[config.mk]
export PLATFORM = sky130hd
export DESIGN_NAME = acmp_regs
export DESIGN_NICKNAME = d
export VERILOG_FILES = /design/src/acmp_pkg.sv /design/src/acmp_regs.sv
export VERILOG_INCLUDE_DIRS = /design/src
export SDC_FILE = /design/constraint.sdc
export NUM_CORES = 1
export LEC_CHECK = 0
export BUFFER_PORTS_ARGS = -buffer_cell sky130_fd_sc_hd__buf_2
export CORE_MARGIN = 2
export CORE_UTILIZATION = 48
export DETAILED_ROUTE_END_ITERATION = 12
export PLACE_DENSITY = 0.8
export SYNTH_ARGS = -nofsm -noshare
export SYNTH_HDL_FRONTEND = slang
export SYNTH_SLANG_ARGS = --single-unit
[constraint.sdc]
create_clock -name clk_i -period 3.8 [get_ports clk_i]
set_input_delay 0.38 -clock clk_i [delete_from_list [all_inputs] [get_ports clk_i]]
set_output_delay 0.38 -clock clk_i [all_outputs]
set_load 0.05 [all_outputs]
[src/acmp_map.svh]
// Purpose: Register offsets, field positions and reset values of the comparator control block
// Assumes: Register offsets are word indices; byte address is four times the index
// Notes:   Definitions only
`ifndef ACMP_MAP_SVH
`define ACMP_MAP_SVH

// ****************************************************************
// Register indices
// ****************************************************************
`define ACMP_IDX_CTRL      4'h0
`define ACMP_IDX_INSEL     4'h2
`define ACMP_IDX_INTEN     4'h6
`define ACMP_IDX_STATUS    4'h7
`define ACMP_IDX_INTMASK   4'h8

// ****************************************************************
// Control fields
// ****************************************************************
`define ACMP_CTRL_STDBY    7
`define ACMP_CTRL_PADEN    6
`define ACMP_CTRL_EDGE_HI  5
`define ACMP_CTRL_EDGE_LO  4
`define ACMP_CTRL_LOWPWR   3
`define ACMP_CTRL_HYS_HI   2
`define ACMP_CTRL_HYS_LO   1
`define ACMP_CTRL_EN       0

// ****************************************************************
// Input-select, status and interrupt-enable fields
// ****************************************************************
`define ACMP_INSEL_INV     7
`define ACMP_INSEL_POS_HI  4
`define ACMP_INSEL_POS_LO  3
`define ACMP_INSEL_NEG_HI  1
`define ACMP_INSEL_NEG_LO  0
`define ACMP_INSEL_MASK    8'h9B
`define ACMP_STAT_STATE    4
`define ACMP_STAT_FLAG     0
`define ACMP_INTEN_BIT     0

// ****************************************************************
// Reset values
// ****************************************************************
`define ACMP_RST_BYTE      8'h00

`endif

[src/acmp_pkg.sv]
// Purpose: Types shared by the comparator control block
// Assumes: Used with acmp_map.svh
// Notes:   Edge and power encodings
package acmp_pkg;
   // Edge select codes
   typedef enum logic [1:0] {
      ACMP_ANY_EDGE  = 2'h0,
      ACMP_EDGE_RSVD = 2'h1,
      ACMP_FALL_EDGE = 2'h2,
      ACMP_RISE_EDGE = 2'h3
   } acmp_edge_t;

   // Sleep state from the power manager
   typedef enum logic [1:0] {
      ACMP_SLP_ACTIVE  = 2'h0,
      ACMP_SLP_IDLE    = 2'h1,
      ACMP_SLP_STANDBY = 2'h2,
      ACMP_SLP_PWRDOWN = 2'h3
   } acmp_sleep_t;

   // Bus slave states
   typedef enum logic [1:0] {
      ACMP_BUS_IDLE = 2'b01,
      ACMP_BUS_ACK  = 2'b10
   } acmp_bus_t;
endpackage

[src/acmp_regs.sv]
// Purpose: Control and status registers around an analog voltage comparator
// Assumes: Classic Wishbone slave, 32-bit data, 10 MHz clock, synchronous reset
// Notes:   The analog core sits outside; this block drives its controls
`timescale 1ns/1ps
`default_nettype none
`include "acmp_map.svh"

module acmp_regs (
   // Clock and reset
   input  wire logic                clk_i,
   input  wire logic                rst_i,
   // Wishbone slave
   input  wire logic                cyc_i,
   input  wire logic                stb_i,
   input  wire logic                we_i,
   input  wire logic [5:0]          adr_i,
   input  wire logic [3:0]          sel_i,
   input  wire logic [31:0]         dat_i,
   output logic      [31:0]         dat_o,
   output logic                     ack_o,
   // Power manager
   input  wire acmp_pkg::acmp_sleep_t sleep_i,
   // Analog comparator core
   input  wire logic                cmp_raw_i,
   output logic                     cmp_enable_o,
   output logic                     cmp_lowpwr_o,
   output logic      [1:0]          cmp_hyst_o,
   output logic      [1:0]          cmp_pos_sel_o,
   output logic      [1:0]          cmp_neg_sel_o,
   output logic                     cmp_invert_o,
   // Pad, event and interrupt
   output logic                     pad_out_o,
   output logic                     pad_oe_n_o,
   output logic                     event_o,
   output logic                     irq_o
);
   import acmp_pkg::*;

   // Overview of the datapath:
   // The raw comparator level enters a three-stage synchronizer. A change
   // counts only once the second and third stages agree, so a glitch that
   // lasts one clock never reaches status or the sticky flag.
   // Status state, previous level and the sticky flag all work on the
   // synchronized level, after the optional inversion.
   // Pad and event outputs take the live level instead, with one flop of
   // delay only, since the event path is meant to be fast and unsynchronized.
   // Standby and power-down freeze status and stop the flag from being set; pad and event still
   // follow the comparator in standby when run_in_standby is set.
   // The interrupt output needs the flag, the enable and the mask bit.
   // The bus answers every request one cycle after it is taken, so a master
   // sees ack in the cycle after its request and must drop stb by the end of it.

   // ****************************************************************
   // State
   // ****************************************************************
   typedef struct packed {
      acmp_bus_t  bus;      // Bus slave phase
      logic [31:0] rdat;    // Read data
      logic [7:0] ctrl;     // Control register
      logic [7:0] insel;    // Input select register
      logic [7:0] inten;    // Interrupt enable register
      logic [7:0] mask;     // Status interrupt mask
      logic       flag;     // Sticky edge flag
      logic       state;    // Visible comparator state
      logic [2:0] sync;     // Three-stage synchronizer
      logic       prev;     // Previous state for edges
      logic       run;      // Comparator running
      logic       irq;      // Registered interrupt
      logic       pad;      // Pad level
      logic       pad_oe_n; // Pad enable, low drives
      logic       evt;      // Event level
   } acmp_state_t;

   acmp_state_t st_r;   // Current state
   acmp_state_t st_nxt; // Next state

   // ****************************************************************
   // Helpers
   // ****************************************************************
   // Byte-lane merge of a write into an 8-bit register
   function automatic logic [7:0] acmp_merge(input logic [7:0] old_v,
                                             input logic [31:0] wd,
                                             input logic [3:0] be);
      acmp_merge = be[0] ? wd[7:0] : old_v;
   endfunction

   logic [3:0] idx;      // Word index
   logic       wr;       // Write strobe
   logic       cmp_lvl;  // Inverted raw level
   logic       clocked;  // Register logic clocked
   logic       edge_hit; // Chosen edge seen
   logic       cur;      // Synchronized, inverted level
   acmp_edge_t edge_sel; // Edge select field

   assign idx      = adr_i[5:2];
   assign wr       = cyc_i && stb_i && we_i && (st_r.bus == ACMP_BUS_IDLE);
   assign cmp_lvl  = cmp_raw_i ^ st_r.insel[`ACMP_INSEL_INV];
   assign edge_sel = acmp_edge_t'(st_r.ctrl[`ACMP_CTRL_EDGE_HI:`ACMP_CTRL_EDGE_LO]);
   // Standby stops the peripheral clock; status freezes and the flag cannot be set then
   assign clocked  = (sleep_i != ACMP_SLP_STANDBY) && (sleep_i != ACMP_SLP_PWRDOWN);
   assign cur      = st_r.sync[2] ^ st_r.insel[`ACMP_INSEL_INV];

   // Edge decode on the synchronized level
   always_comb begin
      edge_hit = 1'b0;
      case (edge_sel)
         ACMP_ANY_EDGE:  edge_hit = cur != st_r.prev;
         ACMP_FALL_EDGE: edge_hit = st_r.prev && !cur;
         ACMP_RISE_EDGE: edge_hit = !st_r.prev && cur;
         default:        edge_hit = 1'b0; // Reserved code raises nothing
      endcase
   end

   // ****************************************************************
   // Next state
   // ****************************************************************
   always_comb begin
      st_nxt = st_r;
      // Running: enabled, not powered down, standby only if allowed
      st_nxt.run = st_r.ctrl[`ACMP_CTRL_EN]
                   && (sleep_i != ACMP_SLP_PWRDOWN)
                   && ((sleep_i != ACMP_SLP_STANDBY) || st_r.ctrl[`ACMP_CTRL_STDBY]);
      // Synchronizer; only the second and third stages are read
      st_nxt.sync = {st_r.sync[1], st_r.sync[0], cmp_raw_i};
      if (clocked) begin
         // Agreeing stages make the change count
         if (st_r.sync[2] == st_r.sync[1]) begin
            st_nxt.state = cur;
            st_nxt.prev  = cur;
            if (st_r.run && edge_hit) begin
               st_nxt.flag = 1'b1;
            end
         end
      end
      // Bus slave
      case (st_r.bus)
         ACMP_BUS_IDLE: begin
            if (cyc_i && stb_i) begin
               st_nxt.bus  = ACMP_BUS_ACK;
               st_nxt.rdat = 32'h0000_0000;
               case (idx)
                  `ACMP_IDX_CTRL: begin
                     st_nxt.rdat[7:0] = st_r.ctrl;
                     if (wr) st_nxt.ctrl = acmp_merge(st_r.ctrl, dat_i, sel_i);
                  end
                  `ACMP_IDX_INSEL: begin
                     st_nxt.rdat[7:0] = st_r.insel;
                     if (wr) st_nxt.insel = acmp_merge(st_r.insel, dat_i, sel_i)
                                            & `ACMP_INSEL_MASK;
                  end
                  `ACMP_IDX_INTEN: begin
                     st_nxt.rdat[7:0] = {7'h00, st_r.inten[`ACMP_INTEN_BIT]};
                     if (wr) st_nxt.inten = acmp_merge(st_r.inten, dat_i, sel_i)
                                            & 8'h01;
                  end
                  `ACMP_IDX_STATUS: begin
                     st_nxt.rdat[7:0] = {3'h0, st_r.state, 3'h0, st_r.flag};
                     // Set wins over clear in the same cycle
                     if (wr && sel_i[0] && dat_i[`ACMP_STAT_FLAG]
                         && !(clocked && st_r.run && edge_hit
                              && (st_r.sync[2] == st_r.sync[1]))) begin
                        st_nxt.flag = 1'b0;
                     end
                  end
                  `ACMP_IDX_INTMASK: begin
                     st_nxt.rdat[7:0] = {7'h00, st_r.mask[0]};
                     if (wr) st_nxt.mask = acmp_merge(st_r.mask, dat_i, sel_i) & 8'h01;
                  end
                  default: st_nxt.rdat = 32'h0000_0000; // Unmapped reads zero
               endcase
            end
         end
         ACMP_BUS_ACK: st_nxt.bus = ACMP_BUS_IDLE;
         default:      st_nxt.bus = ACMP_BUS_IDLE;
      endcase
      // Interrupt: enable and mask both gate the flag
      st_nxt.irq = st_nxt.flag && st_nxt.inten[0] && st_nxt.mask[0];
      // Pad and event follow the live level; power-down kills the pad
      st_nxt.pad      = st_nxt.run && cmp_lvl;
      st_nxt.pad_oe_n = !(st_nxt.run && st_nxt.ctrl[`ACMP_CTRL_PADEN]
                          && (sleep_i != ACMP_SLP_PWRDOWN));
      st_nxt.evt      = st_nxt.run && cmp_lvl;
      if (rst_i) begin
         st_nxt = '0;
         st_nxt.bus = ACMP_BUS_IDLE;
         st_nxt.pad_oe_n = 1'b1;
      end
   end

   // Register the whole state
   // Reset is folded into the next-state logic above, so this process has
   // no reset branch and every field of the state updates on every edge.
   // A trade-off: reset costs a little logic in front of every flop, but
   // one process keeps the whole block in a single registered image.
   always_ff @(posedge clk_i) begin
      st_r <= st_nxt;
   end

   // ****************************************************************
   // Outputs
   // ****************************************************************
   assign dat_o         = st_r.rdat;
   // One-hot bus state: the upper bit is the answer phase itself
   assign ack_o         = st_r.bus[1];
   assign cmp_enable_o  = st_r.run;
   assign cmp_lowpwr_o  = st_r.ctrl[`ACMP_CTRL_LOWPWR];
   assign cmp_hyst_o    = st_r.ctrl[`ACMP_CTRL_HYS_HI:`ACMP_CTRL_HYS_LO];
   assign cmp_pos_sel_o = st_r.insel[`ACMP_INSEL_POS_HI:`ACMP_INSEL_POS_LO];
   assign cmp_neg_sel_o = st_r.insel[`ACMP_INSEL_NEG_HI:`ACMP_INSEL_NEG_LO];
   assign cmp_invert_o  = st_r.insel[`ACMP_INSEL_INV];
   assign pad_out_o     = st_r.pad;
   assign pad_oe_n_o    = st_r.pad_oe_n;
   assign event_o       = st_r.evt;
   assign irq_o         = st_r.irq;
endmodule

`default_nettype wire

# Word-level counts from Yosys, hierarchy flattened
# Cells that the tools add are included.
# classes
eq_ne	11
muxes	21
bitwise_logic	3
reduce_logical	32
# ops
cell	count
32-bit 2-to-1 mux	2
8-bit 2-to-1 mux	5
8-bit case mux with 5 select lines	1
7-bit 2-to-1 mux	3
1-bit logical AND	20
5-bit AND reduction	2
4-bit by 3-bit equality test with 1-bit output (second input constant)	2
1-bit 2-to-1 mux	7
2-bit equality test (second input constant)	2
4-bit by 2-bit equality test with 1-bit output (second input constant)	1
4-bit equality test (second input constant)	1
1-bit zero test	4
4-bit zero test	1
2-bit 2-to-1 mux	2
2-bit != test (second input constant)	2
2-bit AND reduction	2
1-bit case mux with 3 select lines	1
2-bit by 1-bit equality test with 1-bit output (second input constant)	1
2-bit zero test	1
2-bit OR reduction	1
1-bit bitwise XOR	2
1-bit equality test	1
1-bit logical OR	1
1-bit != test	1
1-bit NOT	1
# word_totals
regBits	34
out_inout_bits	46

# Longest topological paths before layout
# Gate-level depths: netlist of run 1.
# depth
word_depth	15
mapped_depth	8
mapped_depth_nobuf	7

# Least setup slack after synthesis of run 1
# OpenSTA, ideal clock, no wires.
# synth_timing
kind	register to register
startpoint	reg st_r, in the netlist cmp_invert_o
endpoint	reg st_r, in the netlist irq_o
setup_ps	88
arrival_time_ps	1902
required_time_ps	3712
setup_slack_ps	1810
path_stages_with_launch	9
period_less_slack_ps	1990
path_cell_list	dfxtp_1 -> clkbuf_1 -> xnor2_1 -> inv_1 -> ha_1 -> nor2b_1 -> o31ai_1 -> a21oi_1 -> nor4_2
# synth_via
elab_chain_cells	14
word_cells_on_any_way	20
# synth_lines
item	line_no	source
start, declared	acmp_regs.sv:74	acmp_state_t st_r;
start signal, assigned	acmp_regs.sv:196	st_r <= st_nxt;
1-bit bitwise XOR (*)	acmp_regs.sv:101	assign cur = st_r.sync[2] ^ st_r.insel[`ACMP_INSEL_INV];
net cur	acmp_regs.sv:92	logic cur;
1-bit zero test	acmp_regs.sv:108	ACMP_FALL_EDGE: edge_hit = st_r.prev && !cur;
1-bit logical AND	acmp_regs.sv:108	
1-bit case mux with 3 select lines (*)	acmp_regs.sv:106	case (edge_sel)
1-bit logical AND, on equally long branches	acmp_regs.sv:130, acmp_regs.sv:160	
1-bit 2-to-1 mux / 1-bit logical AND (equally long branches)	acmp_regs.sv:130, acmp_regs.sv:161	
2-bit 2-to-1 mux / 1-bit zero test (equally long branches)	acmp_regs.sv:127, acmp_regs.sv:160	
2-bit 2-to-1 mux / 1-bit logical AND (equally long branches)	acmp_regs.sv:125, acmp_regs.sv:159	
1-bit 2-to-1 mux	acmp_regs.sv:159	if (wr && sel_i[0] && dat_i[`ACMP_STAT_FLAG]
1-bit 2-to-1 mux	acmp_regs.sv:141	case (idx)
32-bit 2-to-1 mux	acmp_regs.sv:138	if (cyc_i && stb_i) begin
32-bit 2-to-1 mux (*)	acmp_regs.sv:136	case (st_r.bus)
1-bit logical AND (*) (2 in series)	acmp_regs.sv:177	st_nxt.irq = st_nxt.flag && st_nxt.inten[0] && st_nxt.mask[0];
# The timed path passes the listed nets; every way through them passes the cells marked *.
# A chain may end at the register's enable or synchronous reset.

# Final worst setup path of run 1
# layout_timing
startpoint	reg st_r, in the netlist ack_o
endpoint	reg st_r, in the netlist cmp_invert_o
# layout_via
elab_chain_cells	3
# layout_lines
item	line_no	source
2-bit by 1-bit equality test with 1-bit output (*)	acmp_regs.sv:96, acmp_regs.sv:136	
1-bit logical AND	acmp_regs.sv:96	assign wr = cyc_i && stb_i && we_i && (st_r.bus == ACMP_BUS_IDLE);
5-bit AND reduction (no source line) (*)	n/a	
# Every way passes the cells marked *; elsewhere a longest branch is shown, timed or not.

==> metrics.cfg, run 1 <==
[placement]
dp_slack_ns = 1.90
io_buffers = 42
dp_hpwl_microns = 2340
dp.cells = 259
place_area_sq_mm = 0.00185
routabilityCongestion = 0.781

[route]
drtIter0Drc = 46
antenna_left = 0
vias_per_cell = 4.76
via_count = 1270
drc_errors = 0
drt_pass1_iterations = 4
routedWlPerCell_microns = 11.9
drt_wl_total_microns = 3180

[setup_path]
required_ns = 3.96
worstSetupPathType = reg -> reg
crit_fanout = 14
setup.worst_path.end_class = flip-flop
crit_arrival_ns = 1.96
regToRegSetupSlack_ns = 2.00
worstSetupStartpointType = flip-flop

[synthesis]
yosys-top-cells-area = dfxtp_1, buf_4, mux2i_1, nor2_1, nor4_4
ys_async_sr_fraction_pct = 0
synth.largest_area_cell = dfxtp_1
ys.flop_type = dfxtp_1
syn_avg_cell_area_sq_um = 9.41
synth.distinct_cells = 43
synth_seq_cells = 34
synth-seq-area-share_pct = 37.3
syn-instance-count = 194
synth_area_sq_mm = 0.00183
synth_edf_count = 0
yosysWarnings = 0
post-synth-top-count-cell = buf_4
netlist_top_cells_count = buf_4, dfxtp_1, nor2_1
synth_top_area_share_pct = 37.3

[floorplan]
die_x_microns = 65.7
die_h_microns = 65.7
die-area_sq_mm = 0.00431
start_util_pct = 49.9
core_area_sq_mm = 0.00366
row_count = 22
io_pins = 96

[timing]
setup_tns_ns = 0
min_period_ns = 1.80
setup_ws_ns = 2.00
timing.fmax_ghz = 0.555
skew_ns = 0.00708
worst_hold_slack_ns = 0.335
tightest_slew_ns = 0.549
finalMaxSlewViolations = 0
rsz0062_at_grt = no
fin_crit_sh_pct = 47.4
hold_violations = 0
relSlewSlack_pct = 63.4
setup_viol = 0

[clocking]
cts-root-buf = clkbuf_8
cts.sinks = 34
path_clk_slew_ns = 0.07
clockBufferDepth = 2
cts_tree = done
h-tree-depth = 2
ctsHoldBuffers = 0
numCtsBuffers = 5
cts_setup_buffers = 0
ctsResizeCount = 0
worst_skew_pair.late_latency_ns = 0.28

[layout]
antenna_cells = 0
post-route-util_pct = 53.0
area_growth_pct = 6.31
final_layout_size_suffix_gt1_share_pct = 27.4
finalNonFillerCells = 267
final.fill_count = 357
design_area_sq_mm = 0.00194
nNetsFinal = 270

[global_route]
overflow = 0
grt_antenna_before_repair = 0
grt_pass1_wl_microns = 5130
grt_max_degree = 32
grt_pass1_vias = 1137
grtUsageTotal_pct = 15.6

[power]
p_total_uw = 733
p_leak_nw = 0.927
power_density_mw_per_mm2 = 378
ir_drop_mv = 0.294

[min_path]
min_path_type = in -> reg

[status]
status = completed

[run]
cap_violations = 0

==> report_power, final <==
group          total (mW)  internal, mW  switching (mW)
clock network       0.269         0.146           0.123
logic               0.102        0.0175          0.0849
registers           0.362         0.360         0.00219
==> flip-flops by register name, summed over array words and instances (netlist names) <==
name           cells
cmp_neg_sel_o      2
ack_o              1
cmp_hyst_o         2
edge_sel           2
irq_o              1
cmp_enable_o       1
pad_oe_n_o         1
cmp_lowpwr_o       1
dat_o              8
cmp_pos_sel_o      2
st_r              11
cmp_invert_o       1
event_o            1
==> critical path, stage by stage (launching register included) <==
cell and delay (ns):
dfxtp_1 0.32, nand4b_2 0.48, nor4_4 0.58, mux2i_1 0.25, nor2_1 0.05
==> path summary, 6_finish.rpt <==
| check | startpoint | endpoint | cells past startpoint |
|---|---|---|---|
| setup / recovery | ack_o | cmp_invert_o | 4 |
| hold / removal | dat_i[5] | edge_sel[1] | 3 |
| setup reg to reg | ack_o | cmp_invert_o | 4 |
| hold reg to reg | dat_o[2] | dat_o[2] | 2 |
==> layer usage <==
metal	up-vias	GRT usage (%)	part of all wire [%]
met5	-	0	0
met4	0	6.25	1.4
met3	5	3.94	6.5
met1	584	19.1	45
li1	639	-	-
met2	42	26.1	47
==> layout by cell type (no fill, tap or decap), types with 4 or more instances in the layout <==
| master | netlist | final |
|---|---|---|
| nand3_1 | 5 | 5 |
| dfxtp_1 | 34 | 34 |
| buf_2 | 2 | 42 |
| nor2_1 | 25 | 25 |
| nor2b_1 | 5 | 5 |
| mux2i_1 | 17 | 17 |
| a21oi_1 | 8 | 8 |
| clkbuf_8 | 0 | 6 |
| nand2_1 | 6 | 6 |
| inv_1 | 4 | 4 |
| conb_1 | 1 | 24 |
==> layout make-up <==
| cell class | count | area [sq um] | share of cell area [%] |
|---|---|---|---|
| multi-input combinational | 131 | 883 | 45.5 |
| sequential | 34 | 681 | 35.1 |
| timing repair buffer | 42 | 210 | 10.8 |
| clock buffer | 7 | 86.3 | 4.45 |
| tap | 48 | 60.1 | 3.09 |
| inverter | 4 | 15.0 | 0.774 |
| clock inverter | 1 | 5.00 | 0.258 |
==> cells by family (layout without fill, tap and decap cells) <==
| logic type | Yosys count | count (layout) | share of synthesized area [%] |
|---|---|---|---|
| AO/OA/AOI/OAI | 20 | 20 | 7.06 |
| XOR/XNOR | 3 | 3 | 1.44 |
| adder cells (fa/ha/maj) | 2 | 2 | 1.37 |
| buffers and inverters | 52 | 54 | 19.1 |
| flip-flops | 34 | 34 | 37.3 |
| multiplexers | 20 | 20 | 11.2 |
| other | 1 | 24 | 0.205 |
| AND/OR/NAND/NOR | 62 | 62 | 22.4 |
Power figures use the tool's default switching activity.
==> run 2: changes to the inputs <==
--- a/config.mk
+++ b/config.mk
@@ -8,9 +8,9 @@
 export LEC_CHECK = 0
 export BUFFER_PORTS_ARGS = -buffer_cell sky130_fd_sc_hd__buf_2
 export CORE_MARGIN = 2
-export CORE_UTILIZATION = 48
+export CORE_UTILIZATION = 45
 export DETAILED_ROUTE_END_ITERATION = 12
-export PLACE_DENSITY = 0.8
+export PLACE_DENSITY = 0.76
 export SYNTH_ARGS = -nofsm -noshare
 export SYNTH_HDL_FRONTEND = slang
 export SYNTH_SLANG_ARGS = --single-unit
==> constraint.sdc (replaced) <==
create_clock -name clk_i -period 1.7 [get_ports clk_i]
set_input_delay 0.17 -clock clk_i [delete_from_list [all_inputs] [get_ports clk_i]]
set_output_delay 0.17 -clock clk_i [all_outputs]
set_load 0.05 [all_outputs]
==> run 2 against run 1 <==
Clock-buffer cell count grew 1. Global-route usage grew 0.68 points. Utilization shrank 2.9 points. Die area grew 6.2%. First-iteration DRC count grew 13%. Combinational power grew 130%. Register-to-register slack lost 1.9 ns. Clock skew shrank 0.0016 ns. Non-clock buffer count grew 5. Sequential share of layout area shrank 0.35 points. Routed wire length grew 5.1%. Highest routed layer unchanged.
==> metrics.cfg, run 2 (same netlist as run 1, synthesis figures left out) <==
[setup_path]
required_ns = 1.90  ; was 3.96 ns
crit_arrival_ns = 1.78  ; was 1.96 ns
worstSetupPathType = reg -> reg  ; unchanged
crit_end = irq_o  ; was cmp_invert_o
r2r_end = irq_o  ; was cmp_invert_o
rr_worst_depth = 7  ; was 4
worstSetupStartpointType = flip-flop  ; unchanged
slowest_delay_ns = 0.35  ; was 0.58 ns
path_cells = xnor2_1 -> inv_1 -> ha_1 -> nor2b_1 -> o31ai_1 -> a21oi_1 -> nor4_2  ; was nand4b_2 -> nor4_4 -> mux2i_1 -> nor2_1
rr_startpoint = st_r[8]  ; was ack_o
cp-startpoint = st_r[8]  ; was ack_o
crit_fanout = 5  ; was 14
regToRegSetupSlack_ns = 0.12  ; was 2.00 ns
setup.worst_path.end_class = flip-flop  ; unchanged
critical_path.slowest_cell = dfxtp_2  ; was nor4_4

[layout]
final_common_cell = buf_2  ; unchanged
area_growth_pct = 8.16  ; was 6.31%
nNetsFinal = 275  ; was 270
antenna_cells = 0  ; unchanged
top_register = st_r  ; unchanged
largest_register_ffs = 11  ; unchanged
seq_area_sq_um = 686  ; was 681 sq um
multi_input_area_sq_um = 883  ; unchanged
final_cell_mix = buf_2, dfxtp_1, nor2_1  ; unchanged
final_layout_size_suffix_gt1_share_pct = 29.0  ; was 27.4%
final.fill_count = 384  ; was 357

[clocking]
clockBufferDepth = 2  ; unchanged
numCtsBuffers = 5  ; unchanged
cts-root-buf = clkbuf_8  ; unchanged
path_clk_slew_ns = 0.07  ; about the same
cts_setup_buffers = 0  ; unchanged
cts.sinks = 34  ; unchanged
h-tree-depth = 2  ; unchanged
cts_tree = done  ; unchanged
worst_skew_pair.late_latency_ns = 0.28  ; about the same

[timing]
rsz0062_at_grt = no  ; unchanged
tightest_slew_ns = 0.558  ; was 0.549 ns
relSlewSlack_pct = 62.8  ; was 63.4%
setup_tns_ns = 0  ; unchanged
worst_hold_slack_ns = 0.122  ; was 0.335 ns
min_period_ns = 1.58  ; was 1.80 ns
hold_violations = 0  ; unchanged
setup_viol = 0  ; unchanged
finalMaxSlewViolations = 0  ; unchanged
timing.fmax_ghz = 0.634  ; was 0.555 GHz
fin_crit_sh_pct = 92.7  ; was 47.4%
skew_ns = 0.00545  ; was 0.00708 ns

[power]
pwr-share-comb_pct = 14.7  ; was 14.0%
p_sw_share_pct = 29.0  ; was 28.6%
switching_power_uw = 465  ; was 210 uW
clockPowerShare_pct = 34.9  ; was 36.7%
power_density_mw_per_mm2 = 811  ; was 378 mW/mm^2
p_seq_share_pct = 50.4  ; was 49.4%
p_leak_nw = 0.945  ; was 0.927 nW
p_int_mw = 1.14  ; was 523 uW
ir_drop_mv = 0.371  ; was 0.294 mV

[route]
drc_errors = 0  ; unchanged
drt_wl_total_microns = 3340  ; was 3180 microns
routedWlPerCell_microns = 12.2  ; was 11.9 microns
vias_per_cell = 4.72  ; was 4.76
antenna_left = 0  ; unchanged
drt_pass1_iterations = 4  ; unchanged
drtIter0Drc = 52  ; was 46
via_count = 1292  ; was 1270

[floorplan]
die-area_sq_mm = 0.00458  ; was 0.00431 sq mm
die_x_microns = 67.7  ; was 65.7 microns
die_h_microns = 67.7  ; was 65.7 microns
io_pins = 96  ; unchanged
row_count = 23  ; was 22
core_area_sq_mm = 0.00394  ; was 0.00366 sq mm
start_util_pct = 46.3  ; was 49.9%

[global_route]
grtUsageTotal_pct = 16.3  ; was 15.6%
grt_max_degree = 32  ; unchanged
grt_pass1_vias = 1186  ; was 1137
grt_pass1_wl_microns = 5420  ; was 5130 microns
overflow = 0  ; unchanged
grt_antenna_before_repair = 0  ; unchanged

[placement]
routabilityCongestion = 0.811  ; was 0.781
dp_hpwl_microns = 2550  ; was 2340 microns
io_buffers = 42  ; unchanged

[run]
cap_violations = 0  ; unchanged

[min_path]
min_path_type = in -> reg  ; unchanged

[status]
status = completed  ; unchanged

[run 2: final cells by class]
class / instances / area share, %
Clock buffer: 8 / 4.06
Inverter: 4 / 0.760
Multi-Input combinational cell: 131 / 44.7
Sequential cell: 34 / 34.7
Tap cell: 50 / 3.17
Timing Repair Buffer: 47 / 12.5
[run 2: routing by layer]
layer / wire [microns] / up-vias / track usage (%)
met5: 0 / - / 0
met3: 274 / 3 / 6.50
met2: 1600 / 49 / 27.0
li1: - / 651 / -
met1: 1430 / 589 / 18.9
met4: 38 / 0 / 6.12
[run 2: through the flow]
stage | std cells | cell area, sq um | setup WS, ns | utilization, % | total power [mW]
finish | 274 | 1970 | 0.124 | 50.1 | 1.60
global route | 274 | 1970 | 0.0168 | 50.1 | 1.67
CTS | 274 | 1970 | 0.0433 | 50.0 | 1.62
detailed placement | 266 | 1890 | 0.0691 | 48.0 | 1.06
global placement | 266 | 1890 | 0.0759 | 48.0 | 1.06
floorplan | 217 | 1920 | 0.0138 | - | 1.06
[run 2: worst min-delay path by stage]
stage / from / end / depth (start not counted)
floorplan: cmp_raw_i / st_r[6] / 1
detailed placement: cmp_raw_i / st_r[6] / 2
global route: cmp_raw_i / st_r[6] / 2
finish: cmp_raw_i / st_r[6] / 2
global placement: dat_i[2] / cmp_hyst_o[1] / 3
CTS: cmp_raw_i / st_r[6] / 2
[run 2: what timing repair did]
action / CTS / global route
gates resized for setup: 0 / 1
endpoints found under the setup margin: 0 / 1
hold buffers: 0 / 0
[run 2: worst max-delay path, delay by kind of cell, from the launching register on]
kind | cells | cell delay (ns)
AND/OR/NAND/NOR | 2 | 0.26
adder cells (fa/ha/maj) | 1 | 0.26
AO/OA/AOI/OAI | 2 | 0.35
XOR/XNOR | 1 | 0.20
buffers and inverters | 1 | 0.07
flip-flops | 1 | 0.35
[run 2: power groups by stage]
stage	sequential (mW)	clock, mW	combinational [mW]
after floorplan	0.828	0	0.228
after global placement	0.825	0	0.231
after detailed placement	0.825	0	0.235
after CTS	0.807	0.580	0.235
after global routing	0.808	0.614	0.253
final	0.807	0.559	0.235
==> run 3: changes to the inputs <==
--- a/config.mk
+++ b/config.mk
@@ -8,9 +8,9 @@
 export LEC_CHECK = 0
 export BUFFER_PORTS_ARGS = -buffer_cell sky130_fd_sc_hd__buf_2
 export CORE_MARGIN = 2
-export CORE_UTILIZATION = 45
+export CORE_UTILIZATION = 48
 export DETAILED_ROUTE_END_ITERATION = 12
-export PLACE_DENSITY = 0.76
+export PLACE_DENSITY = 0.8
 export SYNTH_ARGS = -nofsm -noshare
 export SYNTH_HDL_FRONTEND = slang
 export SYNTH_SLANG_ARGS = --single-unit
==> constraint.sdc (replaced) <==
create_clock -name clk_i -period 1.92 [get_ports clk_i]
set_input_delay 0.192 -clock clk_i [delete_from_list [all_inputs] [get_ports clk_i]]
set_output_delay 0.192 -clock clk_i [all_outputs]
set_load 0.05 [all_outputs]
==> run 3 against run 2 <==
Non-clock buffer count shrank 3. Cell area shrank 0.89%. Worst setup slack gained 0.094 ns. Critical path type unchanged.
==> metrics.cfg, run 3 (same netlist as run 1, synthesis figures left out) <==
[status]
status = completed  ; unchanged

[clocking]
worst_skew_pair.late_latency_ns = 0.28  ; about the same
h-tree-depth = 2  ; unchanged
ctsHoldBuffers = 0  ; unchanged
cts_setup_buffers = 0  ; unchanged
clockBufferDepth = 2  ; unchanged
numCtsBuffers = 5  ; unchanged
cts_tree = done  ; unchanged
cts-root-buf = clkbuf_8  ; unchanged
ctsResizeCount = 0  ; unchanged
cts.sinks = 34  ; unchanged
path_clk_slew_ns = 0.07  ; about the same

[floorplan]
die_x_microns = 65.7  ; was 67.7 microns
start_util_pct = 49.9  ; was 46.3%
io_pins = 96  ; unchanged
die_h_microns = 65.7  ; was 67.7 microns
row_count = 22  ; was 23
die-area_sq_mm = 0.00431  ; was 0.00458 sq mm
core_area_sq_mm = 0.00366  ; was 0.00394 sq mm

[timing]
hold_violations = 0  ; unchanged
fin_crit_sh_pct = 88.7  ; was 92.7%
setup_viol = 0  ; unchanged
setup_tns_ns = 0  ; unchanged
relSlewSlack_pct = 63.0  ; was 62.8%
tightest_slew_ns = 0.555  ; was 0.558 ns
skew_ns = 0.00618  ; was 0.00545 ns
timing.fmax_ghz = 0.587  ; was 0.634 GHz
finalMaxSlewViolations = 0  ; unchanged
rsz0062_at_grt = no  ; unchanged
min_period_ns = 1.70  ; was 1.58 ns

[global_route]
grt_pass1_vias = 1057  ; was 1186
grt_pass1_wl_microns = 4900  ; was 5420 microns
overflow = 0  ; unchanged
grt_antenna_before_repair = 0  ; unchanged
grt_max_degree = 32  ; unchanged
grtUsageTotal_pct = 15.3  ; was 16.3%

[power]
ir_drop_mv = 0.379  ; was 0.371 mV
p_leak_nw = 0.936  ; was 0.945 nW
power_density_mw_per_mm2 = 746  ; was 811 mW/mm^2

[route]
drc_errors = 0  ; unchanged
drtIter0Drc = 42  ; was 52
antenna_left = 0  ; unchanged
routed-wl-met2_microns = 1500  ; was 1600 microns
via_count = 1293  ; was 1292
maxUsedRoutingLayer = met4  ; unchanged
wl_met1_microns = 1490  ; was 1430 microns
drt_pass1_iterations = 4  ; unchanged
vias_per_cell = 4.81  ; was 4.72
wl_met3_microns = 235  ; was 274 microns
drt_wl_total_microns = 3260  ; was 3340 microns
routedWlPerCell_microns = 12.1  ; was 12.2 microns

[placement]
io_buffers = 42  ; unchanged
dp_hpwl_microns = 2460  ; was 2550 microns
routabilityCongestion = 0.784  ; was 0.811
dp.cells = 261  ; was 266

[setup_path]
worstSetupStartpointType = flip-flop  ; unchanged
worstSetupPathType = reg -> reg  ; unchanged
crit_fanout = 9  ; was 5
required_ns = 2.10  ; was 1.90 ns
crit_arrival_ns = 1.88  ; was 1.78 ns
setup.worst_path.end_class = flip-flop  ; unchanged

[run]
cap_violations = 0  ; unchanged

[layout]
final_cell_mix = buf_2, dfxtp_1, nor2_1  ; unchanged
seq_area_sq_um = 682  ; was 686 sq um
post-route-util_pct = 53.5  ; was 50.1%
final.fill_count = 348  ; was 384
antenna_cells = 0  ; unchanged
final_layout_size_suffix_gt1_share_pct = 28.5  ; was 29.0%
final_common_cell = buf_2  ; unchanged
finalNonFillerCells = 269  ; was 274
area_growth_pct = 7.20  ; was 8.16%
multi_input_area_sq_um = 883  ; unchanged
largest_register_ffs = 11  ; unchanged
top_register = st_r  ; unchanged
nNetsFinal = 272  ; was 275

[min_path]
min_path_type = in -> reg  ; unchanged

-- run 3: cell count changes in the layout (fill, tap and decap cells not counted), sizes merged --
cell / delta
buf: -3
clkinv: +1
clkbuf: -1
-- run 3: per-layer routing --
layer  global-route usage [%]  vias up
met5                        0        -
met4                     7.03        0
met3                     4.11        5
met2                     24.4       56
met1                     19.1      583
li1                         -      649
-- run 3: area by class of cell --
class | instances | share of cell area (%)
timing repair buffer | 44 | 11.5
clock buffer | 7 | 4.41
clock inverter | 1 | 0.256
tap | 48 | 3.07
sequential | 34 | 34.8
inverter | 4 | 0.767
multi-input combinational | 131 | 45.1
-- run 3: final timing paths --
check                    start       endpoint  slack, ns  cells past startpoint
setup / recovery  cmp_invert_o          irq_o       0.22                      7
hold / removal        dat_i[2]  cmp_hyst_o[1]       0.15                      3
setup reg to reg  cmp_invert_o          irq_o       0.22                      7
hold reg to reg        st_r[6]        st_r[7]       0.45                      1
-- run 3: per-stage QoR --
step	total power, mW	hold WS [ns]	setup WS [ns]	area, sq um
final	1.46	0.150	0.218	1960
after global routing	1.51	0.157	0.0748	1960
after CTS	1.47	0.150	0.213	1960
after detailed placement	0.939	0.442	0.245	1870
after global placement	0.936	0.416	0.264	1870
after floorplan	0.936	0.320	0.0862	1910
-- run 3: power by group --
part           leakage, nW  switching (mW)  internal [mW]
clock network       0.0482           0.246          0.289
registers            0.275         0.00427          0.711
logic                0.612           0.170         0.0377
total                0.936           0.421           1.04
-- run 3: critical path, cell delays in order, from the launching register on --
cell and delay (ns):
dfxtp_2 0.43, xnor2_1 0.16, inv_1 0.06, ha_1 0.26
nor2b_1 0.13, o31ai_1 0.22, a21oi_1 0.14, nor4_2 0.19
